## config.mk

```make
export PLATFORM = sky130hd
export DESIGN_NAME = host_bus_device_flat
export DESIGN_NICKNAME = d
export VERILOG_FILES = /design/src/verilog/host_bus_pkg.sv /design/src/verilog/host_bus_if.sv /design/src/verilog/host_bus_device.sv /design/src/flat_wrapper.sv
export VERILOG_INCLUDE_DIRS = /design/src /design/src/verilog
export SDC_FILE = /design/constraint.sdc
export NUM_CORES = 1
export LEC_CHECK = 0
export BUFFER_PORTS_ARGS = -buffer_cell sky130_fd_sc_hd__buf_2
export CAP_MARGIN = 20
export CORE_ASPECT_RATIO = 0.9
export CORE_MARGIN = 8
export CORE_UTILIZATION = 45
export CTS_CLUSTER_DIAMETER = 200
export DETAILED_ROUTE_END_ITERATION = 12
export GPL_ROUTABILITY_DRIVEN = 1
export PLACE_DENSITY_LB_ADDON = 0.12
export SYNTH_ARGS = -nofsm -noshare
export SYNTH_HDL_FRONTEND = slang
export SYNTH_SLANG_ARGS = --single-unit
```

## constraint.sdc

```tcl
create_clock -name mclk -period 1.6 [get_ports mclk]
set_input_delay 0.08 -clock mclk [delete_from_list [all_inputs] [get_ports mclk]]
set_output_delay 0.08 -clock mclk [all_outputs]
set_load 0.02 [all_outputs]
```

## src/verilog/host_bus_map.svh

```systemverilog
`ifndef HOST_BUS_MAP_SVH
`define HOST_BUS_MAP_SVH
// address field compared against the base register high byte
`define ADDR_W          16
`define DEC_HI          15
`define DEC_LO          4
`define DEC_W           12
// default value of the base register (arbitrary reset value)
`define BASE_RST        12'h030
// wait states the device inserts before ready (sync vl, burst and async)
`define WAIT_CYC        3'h2
`define WAIT_W          3
`define WAIT_ZERO       3'h0
`define WAIT_ONE        3'h1
// host bus clock maximum frequency, mhz
`define HBCLK_MAX_MHZ   50
// host bus clock half period in core clocks, minus one (5 mhz bus clock)
`define HBCLK_W         2
`define HBCLK_LAST      2'h3
`define HBCLK_STEP      2'h1
`define HBCLK_CLR       2'h0
// address strobe low time in core clocks, minus one
`define ADS_W           3
`define ADS_LAST        3'h3
`define ADS_STEP        3'h1
`define ADS_CLR         3'h0
`endif

```

## src/verilog/host_bus_pkg.sv

```systemverilog
package host_bus_pkg;
  // bus operating mode taken from the mode strap
  typedef enum logic [1:0] {
    mode_sync_vl,
    mode_burst,
    mode_async
  } bus_mode_t;
  // access sequencing of the device end
  typedef enum logic [1:0] {
    st_idle,
    st_wait,
    st_ready
  } acc_state_t;
endpackage

```

## src/verilog/host_bus_if.sv

```systemverilog
`timescale 1ns/1ps
`include "host_bus_map.svh"
interface host_bus_if;
  logic                 data_port_select_n;     // direct data register select
  logic                 address_qualifier_n;    // address enable, active low
  logic                 address_latch_strobe_n; // address latch strobe
  logic [`ADDR_W-1:0]   addr;                   // address lines
  logic                 read_strobe_n;          // async read strobe
  logic                 write_strobe_n;         // async write strobe
  logic                 command_cycle_n;        // command cycle / burst dir
  logic                 sync_write_read;        // sync direction, high=write
  logic                 host_bus_clock;         // host bus clock level
  logic                 sync_ready_n;           // sync ready, active low
  logic                 sync_ready_oe;          // sync ready driven
  logic                 async_ready;            // async ready
  logic                 async_ready_oe;         // async ready driven
  logic                 irq_n;                  // interrupt, active low
  logic                 local_device_match_n;   // address match, active low
  modport device (
    input  data_port_select_n, address_qualifier_n, address_latch_strobe_n,
    input  addr, read_strobe_n, write_strobe_n, command_cycle_n,
    input  sync_write_read, host_bus_clock,
    output sync_ready_n, sync_ready_oe, async_ready, async_ready_oe,
    output irq_n, local_device_match_n
  );
  modport host (
    output data_port_select_n, address_qualifier_n, address_latch_strobe_n,
    output addr, read_strobe_n, write_strobe_n, command_cycle_n,
    output sync_write_read, host_bus_clock,
    input  sync_ready_n, sync_ready_oe, async_ready, async_ready_oe,
    input  irq_n, local_device_match_n
  );
endinterface

```

## src/verilog/host_bus_device.sv

```systemverilog
`timescale 1ns/1ps
`include "host_bus_map.svh"
module host_bus_device
  import host_bus_pkg::*;
(
  input  wire logic             mclk,             // core clock 40 mhz
  input  wire logic             reset_n,          // async reset
  input  wire logic             clk_en,           // freezes state when low
  host_bus_if.device            bus,              // host bus pins
  input  wire logic             bus_mode_select_n,// mode strap pin
  input  wire logic             burst_strap,      // strap high: burst not async
  input  wire logic [7:0]       base_addr_hi,     // base register high byte
  input  wire logic [`DEC_W-1:0] base_addr_lo_nib,// unused low part kept zero
  input  wire logic             irq_status_any,   // any status bit set
  output host_bus_pkg::bus_mode_t mode,           // captured bus mode
  output logic                  data_sel,         // queue data pair selected
  output logic                  reg_sel,          // register window selected
  output logic                  access_wr,        // access is a write
  output logic [`ADDR_W-1:0]    latched_addr      // latched address
);
  import host_bus_pkg::*;

  // three-stage samplers for pins from outside the mclk domain
  logic [2:0] clk_sync_ff;                        // host bus clock sampler
  logic [2:0] rd_sync_ff;                         // read strobe sampler
  logic [2:0] wr_sync_ff;                         // write strobe sampler
  logic [2:0] ads_sync_ff;                        // latch strobe sampler
  logic [2:0] sel_sync_ff;                        // selection sampler
  logic       clk_lvl_ff;                         // agreed clock level
  logic       rd_lvl_ff;                          // agreed read level
  logic       wr_lvl_ff;                          // agreed write level
  logic       ads_lvl_ff;                         // agreed latch level
  logic       sel_lvl_ff;                         // agreed select level
  logic       strap_done_ff;                      // strap captured once
  bus_mode_t  mode_ff;                            // mode register
  acc_state_t state_ff;                           // access state
  acc_state_t nxt_state;                          // next access state
  logic [`WAIT_W-1:0] wait_ff;                    // wait counter
  logic [`WAIT_W-1:0] nxt_wait;                   // next wait count
  logic       srdy_ff;                            // sync ready, active low
  logic       async_ready_ff;                            // async ready
  logic [`ADDR_W-1:0] addr_ff;                    // latched address
  logic       aq_lat_ff;                          // latched qualifier
  logic       wr_ff;                              // direction register
  logic       reg_sel_ff;                         // register window select

  // agreement of stages two and three marks a settled change
  function automatic logic settle(input logic [2:0] s, input logic old);
    settle = (s[2] == s[1]) ? s[1] : old;
  endfunction

  // address decode shared by live and latched paths
  function automatic logic decode_hit(input logic [`ADDR_W-1:0] a,
                                      input logic q,
                                      input logic [7:0] hi);
    decode_hit = !q && (a[`DEC_HI:`DEC_LO] == {hi, 4'h0});
  endfunction

  // selection wires
  wire live_hit   = decode_hit(bus.addr, bus.address_qualifier_n,
                               base_addr_hi);
  wire selected   = !bus.data_port_select_n || live_hit;
  wire clk_rise   = (clk_sync_ff[2] == clk_sync_ff[1]) && clk_sync_ff[1]
                    && !clk_lvl_ff;
  wire strobe_on  = (mode_ff == mode_async) ? (!rd_lvl_ff || !wr_lvl_ff)
                    : clk_rise;
  wire ads_rise   = settle(ads_sync_ff, ads_lvl_ff) && !ads_lvl_ff;

  // match is a plain gate of pins, no flip-flop
  assign bus.local_device_match_n = !live_hit;
  // interrupt follows any status bit
  assign bus.irq_n          = !irq_status_any;
  // ready pins only driven while this device is selected
  assign bus.sync_ready_n   = srdy_ff;
  assign bus.sync_ready_oe  = selected && (mode_ff != mode_async);
  assign bus.async_ready    = async_ready_ff;
  assign bus.async_ready_oe = selected && (mode_ff == mode_async);
  assign mode         = mode_ff;
  assign data_sel     = !bus.data_port_select_n;
  assign reg_sel      = reg_sel_ff;
  assign access_wr    = wr_ff;
  assign latched_addr = addr_ff;

  // input samplers
  always_ff @(posedge mclk or negedge reset_n)
  begin
    if (!reset_n)
    begin
      clk_sync_ff <= 3'h0;
      rd_sync_ff  <= 3'h7;
      wr_sync_ff  <= 3'h7;
      ads_sync_ff <= 3'h7;
      sel_sync_ff <= 3'h0;
    end
    else if (clk_en)
    begin
      clk_sync_ff <= {clk_sync_ff[1:0], bus.host_bus_clock};
      rd_sync_ff  <= {rd_sync_ff[1:0], bus.read_strobe_n};
      wr_sync_ff  <= {wr_sync_ff[1:0], bus.write_strobe_n};
      ads_sync_ff <= {ads_sync_ff[1:0], bus.address_latch_strobe_n};
      sel_sync_ff <= {sel_sync_ff[1:0], selected};
    end
  end

  // settled levels
  always_ff @(posedge mclk or negedge reset_n)
  begin
    if (!reset_n)
    begin
      clk_lvl_ff <= 1'b0;
      rd_lvl_ff  <= 1'b1;
      wr_lvl_ff  <= 1'b1;
      ads_lvl_ff <= 1'b1;
      sel_lvl_ff <= 1'b0;
    end
    else if (clk_en)
    begin
      clk_lvl_ff <= settle(clk_sync_ff, clk_lvl_ff);
      rd_lvl_ff  <= settle(rd_sync_ff, rd_lvl_ff);
      wr_lvl_ff  <= settle(wr_sync_ff, wr_lvl_ff);
      ads_lvl_ff <= settle(ads_sync_ff, ads_lvl_ff);
      sel_lvl_ff <= settle(sel_sync_ff, sel_lvl_ff);
    end
  end

  // mode strap caught once after reset release
  always_ff @(posedge mclk or negedge reset_n)
  begin
    if (!reset_n)
    begin
      strap_done_ff <= 1'b0;
      mode_ff       <= mode_sync_vl;
    end
    else if (clk_en && !strap_done_ff)
    begin
      strap_done_ff <= 1'b1;
      if (!bus_mode_select_n)
        mode_ff <= mode_sync_vl;
      else if (burst_strap)
        mode_ff <= mode_burst;
      else
        mode_ff <= mode_async;
    end
  end

  // address latch on the rising strobe edge
  always_ff @(posedge mclk or negedge reset_n)
  begin
    if (!reset_n)
    begin
      addr_ff    <= 16'h0000;
      aq_lat_ff  <= 1'b1;
      reg_sel_ff <= 1'b0;
    end
    else if (clk_en && ads_rise)
    begin
      addr_ff    <= {bus.addr[`ADDR_W-1:1], 1'b0};
      aq_lat_ff  <= bus.address_qualifier_n;
      reg_sel_ff <= decode_hit(bus.addr, bus.address_qualifier_n,
                               base_addr_hi);
    end
  end

  // access sequencing
  always_comb
  begin
    nxt_state = state_ff;
    nxt_wait  = wait_ff;
    case (state_ff)
      st_idle:
        if (sel_lvl_ff && strobe_on)
        begin
          nxt_state = st_wait;
          nxt_wait  = `WAIT_CYC;
        end
      st_wait:
        if (!sel_lvl_ff)
          nxt_state = st_idle;
        else if (strobe_on || mode_ff == mode_async)
        begin
          if (wait_ff == `WAIT_ONE || wait_ff == `WAIT_ZERO)
            nxt_state = st_ready;
          else
            nxt_wait = wait_ff - `WAIT_ONE;
        end
      st_ready:
        if (mode_ff == mode_async ? (rd_lvl_ff && wr_lvl_ff) : clk_rise)
          nxt_state = st_idle;
      default:
        nxt_state = st_idle;
    endcase
  end

  // state, direction and ready registers
  always_ff @(posedge mclk or negedge reset_n)
  begin
    if (!reset_n)
    begin
      state_ff <= st_idle;
      wait_ff  <= `WAIT_ZERO;
      srdy_ff  <= 1'b1;
      async_ready_ff  <= 1'b1;
      wr_ff    <= 1'b0;
    end
    else if (clk_en)
    begin
      state_ff <= nxt_state;
      wait_ff  <= nxt_wait;
      if (state_ff == st_idle && nxt_state == st_wait)
        wr_ff <= (mode_ff == mode_async) ? !wr_lvl_ff
               : (mode_ff == mode_burst) ? !bus.command_cycle_n
               : bus.sync_write_read;
      if (mode_ff == mode_burst)
        srdy_ff <= !(nxt_state == st_wait);
      else if (mode_ff == mode_sync_vl)
        srdy_ff <= !(nxt_state == st_ready);
      else
        srdy_ff <= 1'b1;
      async_ready_ff <= !((mode_ff == mode_async) && nxt_state == st_wait);
    end
  end
endmodule // host_bus_device

```

## src/flat_wrapper.sv

```systemverilog
// flat-port wrapper written by rule: the top's interface ports become plain ports
module host_bus_device_flat import host_bus_pkg::*;
  (mclk, reset_n, clk_en, bus_mode_select_n, burst_strap, base_addr_hi, base_addr_lo_nib, irq_status_any, mode, data_sel, reg_sel, access_wr, latched_addr, bus_data_port_select_n, bus_address_qualifier_n, bus_address_latch_strobe_n, bus_addr, bus_read_strobe_n, bus_write_strobe_n, bus_command_cycle_n, bus_sync_write_read, bus_host_bus_clock, bus_sync_ready_n, bus_sync_ready_oe, bus_async_ready, bus_async_ready_oe, bus_irq_n, bus_local_device_match_n);
  host_bus_if bus_i ();
  input  wire logic mclk;
  input  wire logic reset_n;
  input  wire logic clk_en;
  input  wire logic bus_mode_select_n;
  input  wire logic burst_strap;
  input  wire logic [7:0] base_addr_hi;
  input  wire logic [`DEC_W-1:0] base_addr_lo_nib;
  input  wire logic irq_status_any;
  output host_bus_pkg::bus_mode_t mode;
  output logic data_sel;
  output logic reg_sel;
  output logic access_wr;
  output logic [`ADDR_W-1:0] latched_addr;
  input wire logic [$bits(bus_i.data_port_select_n)-1:0] bus_data_port_select_n;
  input wire logic [$bits(bus_i.address_qualifier_n)-1:0] bus_address_qualifier_n;
  input wire logic [$bits(bus_i.address_latch_strobe_n)-1:0] bus_address_latch_strobe_n;
  input wire logic [$bits(bus_i.addr)-1:0] bus_addr;
  input wire logic [$bits(bus_i.read_strobe_n)-1:0] bus_read_strobe_n;
  input wire logic [$bits(bus_i.write_strobe_n)-1:0] bus_write_strobe_n;
  input wire logic [$bits(bus_i.command_cycle_n)-1:0] bus_command_cycle_n;
  input wire logic [$bits(bus_i.sync_write_read)-1:0] bus_sync_write_read;
  input wire logic [$bits(bus_i.host_bus_clock)-1:0] bus_host_bus_clock;
  output wire logic [$bits(bus_i.sync_ready_n)-1:0] bus_sync_ready_n;
  output wire logic [$bits(bus_i.sync_ready_oe)-1:0] bus_sync_ready_oe;
  output wire logic [$bits(bus_i.async_ready)-1:0] bus_async_ready;
  output wire logic [$bits(bus_i.async_ready_oe)-1:0] bus_async_ready_oe;
  output wire logic [$bits(bus_i.irq_n)-1:0] bus_irq_n;
  output wire logic [$bits(bus_i.local_device_match_n)-1:0] bus_local_device_match_n;
  assign bus_i.data_port_select_n = bus_data_port_select_n;
  assign bus_i.address_qualifier_n = bus_address_qualifier_n;
  assign bus_i.address_latch_strobe_n = bus_address_latch_strobe_n;
  assign bus_i.addr = bus_addr;
  assign bus_i.read_strobe_n = bus_read_strobe_n;
  assign bus_i.write_strobe_n = bus_write_strobe_n;
  assign bus_i.command_cycle_n = bus_command_cycle_n;
  assign bus_i.sync_write_read = bus_sync_write_read;
  assign bus_i.host_bus_clock = bus_host_bus_clock;
  assign bus_sync_ready_n = bus_i.sync_ready_n;
  assign bus_sync_ready_oe = bus_i.sync_ready_oe;
  assign bus_async_ready = bus_i.async_ready;
  assign bus_async_ready_oe = bus_i.async_ready_oe;
  assign bus_irq_n = bus_i.irq_n;
  assign bus_local_device_match_n = bus_i.local_device_match_n;
  host_bus_device u_core (.mclk(mclk), .reset_n(reset_n), .clk_en(clk_en), .bus(bus_i), .bus_mode_select_n(bus_mode_select_n), .burst_strap(burst_strap), .base_addr_hi(base_addr_hi), .base_addr_lo_nib(base_addr_lo_nib), .irq_status_any(irq_status_any), .mode(mode), .data_sel(data_sel), .reg_sel(reg_sel), .access_wr(access_wr), .latched_addr(latched_addr));
endmodule
```

==> key figures <==
Route
  – DR WL met3: 216 µm
  – Highest Signal Layer: met4
  – Vias/cell: 4.85
  – Met2 WL: 2100 µm
  – Total number of vias: 1,600
  – # DRC: 0
  – Total routed wirelength: 4360 µm
  – Met1 wire length: 1980 µm
  – ANT nets after route: 0
  – Pre-antenna DRT Iters: 4
  – Initial drt markers: 43
  – Routed len/inst: 13.2 µm

Floorplanning
  – Chip width: 89.7 µm
  – Site Rows: 24
  – Die area: 7390 µm²
  – Starting Density: 0.461
  – # IOs: 77
  – Core outline area: 4770 µm²
  – Chip height: 82.4 µm

Pwr
  – Lkg Pwr: 0.00133 µW
  – VDD IR max: 0.000626 V
  – Pwr/cell area: 1360 nW/µm²

Final layout
  – Final Net Count: 318
  – Syn-to-layout area delta: 32.5%
  – Final antenna diode count: 0
  – Share of layout cells above drive strength 1: 0.525
  – Reg area: 1190 µm²
  – Fin cells: 330
  – Multi-input logic area: 1000 µm²
  – Filler cell count: 402

Min path
  – HP Start: bus_addr[4]
  – Worst Hold Path EP: u_core.latched_addr[4]
  – Hold-critical path depth: 2
  – HP Class: in2reg

GRT
  – Gr ovfl total: 0
  – Global-route wire length before repair: 7510 µm
  – Largest net degree at the start of global routing: 32
  – Vias in the first global route: 1,649
  – Initial antenna violation count: 0
  – GRT Overall Usage: 0.124

Clock tree
  – Number of buffers created by CTS: 5
  – Clk root buf: clkbuf_8
  – H-tree lvl count: 2
  – CTS Buffer Depth: 2
  – CTS tree: done
  – Clk_lat worst skew: 0.29 ns
  – Clk sink count: 47
  – Clock slew seen by the registers of the worst setup and hold paths: 0.08 ns

Logic synthesis
  – Sequential area share after synthesis: 0.542
  – Area leader, netlist: dfrtp_1
  – Synth top area share: 0.375
  – Synth cell types: 42
  – Most numerous cell in the Yosys netlist: dfrtp_1
  – Share of synthesized registers carrying an async set or reset: 1.00
  – Yosys reg bits: 47
  – Ys flop type: dfrtp_1
  – Avg Inst Size Synth: 11.8 µm²
  – YS warnings: 0
  – Post-synth EDFFs: 0
  – Synth cell count leaders: dfrtp_1 (33), mux2_2 (26), o21ai_0 (19)
  – Area of the mapped netlist: 2200 µm²
  – Synthesized instance count: 187
  – Syn_nets: 241
  – Dominant cells by area after synthesis: dfrtp_1 (38%), dfstp_2 (17%), mux2_2 (13%)

STA
  – RSZ-0062 raised after global routing: true
  – Final Hold Fails: 0
  – Period utilization: 1.01
  – Final Max Slew Viols: 0
  – Setup TNS Final: -0.0145 ns
  – Fin crit period: 1.61 ns
  – Max Clock Skew: 0.00740 ns
  – Final worst slack: -0.0145 ns
  – Fmax: 619 MHz
  – Setup violators final: 1

Critical path
  – Startpoint Class: primary input
  – R2R Path End: u_core.bus.sync_ready_n
  – Critical path class: in2out
  – Nature of the critical path endpoint: output port
  – R2R depth: 6
  – R2r startpoint: u_core.wait_ff[0]
  – R2R Setup Slk: 0.09 ns
  – Worst EP required: 1.52 ns
  – WP data arrival: 1.53 ns
  – Maximum net fanout on the critical path: 4

Placement
  – Port bufs: 62
  – DP Cell Count: 317
  – DPL Wire Length: 3340 µm
  – Gpl congestion: 0.725

Outcome
  – Failing checks: negative setup slack
  – Run status: finished, violations left

Flow run
  – Max_cap viols: 0
## per-stage QoR
stage | setup slack (ns) | hold WS (ns) | instance area [µm²] | utilization | total power, µW
5_1_grt | -0.112 | -0.00252 | 2920 | 0.611 | 4230
3_5_place_dp | -0.0503 | 0.0324 | 2670 | 0.559 | 3090
2_1_floorplan | -0.0379 | -0.216 | 2200 | - | 2600
3_3_place_gp | -0.00705 | 0.0300 | 2670 | 0.559 | 3060
4_1_cts | 0.00235 | 0.00681 | 2830 | 0.593 | 3970
6_report | -0.0145 | 0.0120 | 2920 | 0.611 | 3960
## kinds of logic (layout without fill, tap and decap cells)
group	count (synthesis)	count (layout)	synth area share
buffers and inverters	21	99	0.0392
muxes	30	30	0.151
AOI/OAI and AO/OA	42	42	0.123
DFF	47	47	0.542
xor gates and xnor gates	8	8	0.0318
adders and majority gates	4	4	0.0227
other	1	1	0.00170
and+or+nand+nor	34	34	0.0881
## where the power goes
| group | total (µW) | switching (µW) | internal, µW |
|---|---|---|---|
| registers | 1800 | 209 | 1590 |
| clock network | 833 | 366 | 467 |
| logic | 1330 | 730 | 599 |
## worst max-delay path by stage
| stage | slack (ns) | to | depth (start not counted) | from |
|---|---|---|---|---|
| detailed placement | -0.05 | u_core.bus.sync_ready_n | 6 | u_core.wait_ff[1] |
| floorplan | -0.04 | bus_sync_ready_oe | 4 | bus_addr[4] |
| global route | -0.11 | bus_sync_ready_oe | 6 | bus_addr[4] |
| CTS | 0.002 | bus_sync_ready_oe | 6 | bus_addr[4] |
| global placement | -0.007 | bus_sync_ready_oe | 6 | bus_addr[4] |
| finish | -0.01 | bus_sync_ready_oe | 6 | bus_addr[4] |
## state kept, by name (all words and copies together), names as in the netlist
register,flops
u_core.clk_sync_ff,3
u_core.wr_lvl_ff,1
u_core.wr_sync_ff,3
u_core.strap_done_ff,1
u_core.state_ff,2
u_core.wait_ff,3
u_core.mode,2
u_core.bus.async_ready,1
u_core.latched_addr,15
u_core.bus.sync_ready_n,1
u_core.sel_sync_ff,3
u_core.rd_lvl_ff,1
u_core.ads_sync_ff,3
u_core.ads_lvl_ff,1
u_core.clk_lvl_ff,1
u_core.reg_sel,1
u_core.rd_sync_ff,3
u_core.sel_lvl_ff,1
u_core.access_wr,1
## layout by cell type (no fill, tap or decap), types with 3 or more instances in the layout
cell           synthesis  routed
inv_1                 12      11
mux2_2                26      26
ha_1                   4       4
nor2_1                 5       5
o21ai_0               19      18
mux2i_1                4       4
xor2_1                 6       6
nand2_1               13      13
buf_2                  3      59
buf_4                  1      13
nand2b_1               3       3
clkbuf_8               0       5
a21oi_1                5       5
dlygate4sd3_1          0       3
dfrtp_1               33      32
a31oi_1                3       3
dfstp_2               14      14
## layer usage
metal / up-vias / global-route usage
met4: 0 / 0.0556
met3: 6 / 0.0361
met1: 746 / 0.147
met5: - / 0
met2: 36 / 0.209
li1: 812 / -
## cell type report
type / instances / area share
Inverter: 12 / 0.0154
Tap cell: 65 / 0.0279
Sequential cell: 47 / 0.410
Multi-Input combinational cell: 119 / 0.344
Clock buffer: 7 / 0.0262
Clock inverter: 1 / 0.0103
Timing Repair Buffer: 79 / 0.166
## critical path, stage by stage
cell and delay, ns:
buf_6 0.09, or4_4 0.54, nor4_4 0.29, nand4_2 0.18, a21oi_1 0.19, buf_4 0.16
## timing repair
action | CTS | global route
pin swaps | 1 | 4
resized for setup | 5 | 15
endpoints found under the hold margin | 10 | 2
hold buffers | 2 | 1
endpoints found under the setup margin | 3 | 9
setup buffers | 1 | 1
No activity file was read; power rests on OpenSTA's default activity.
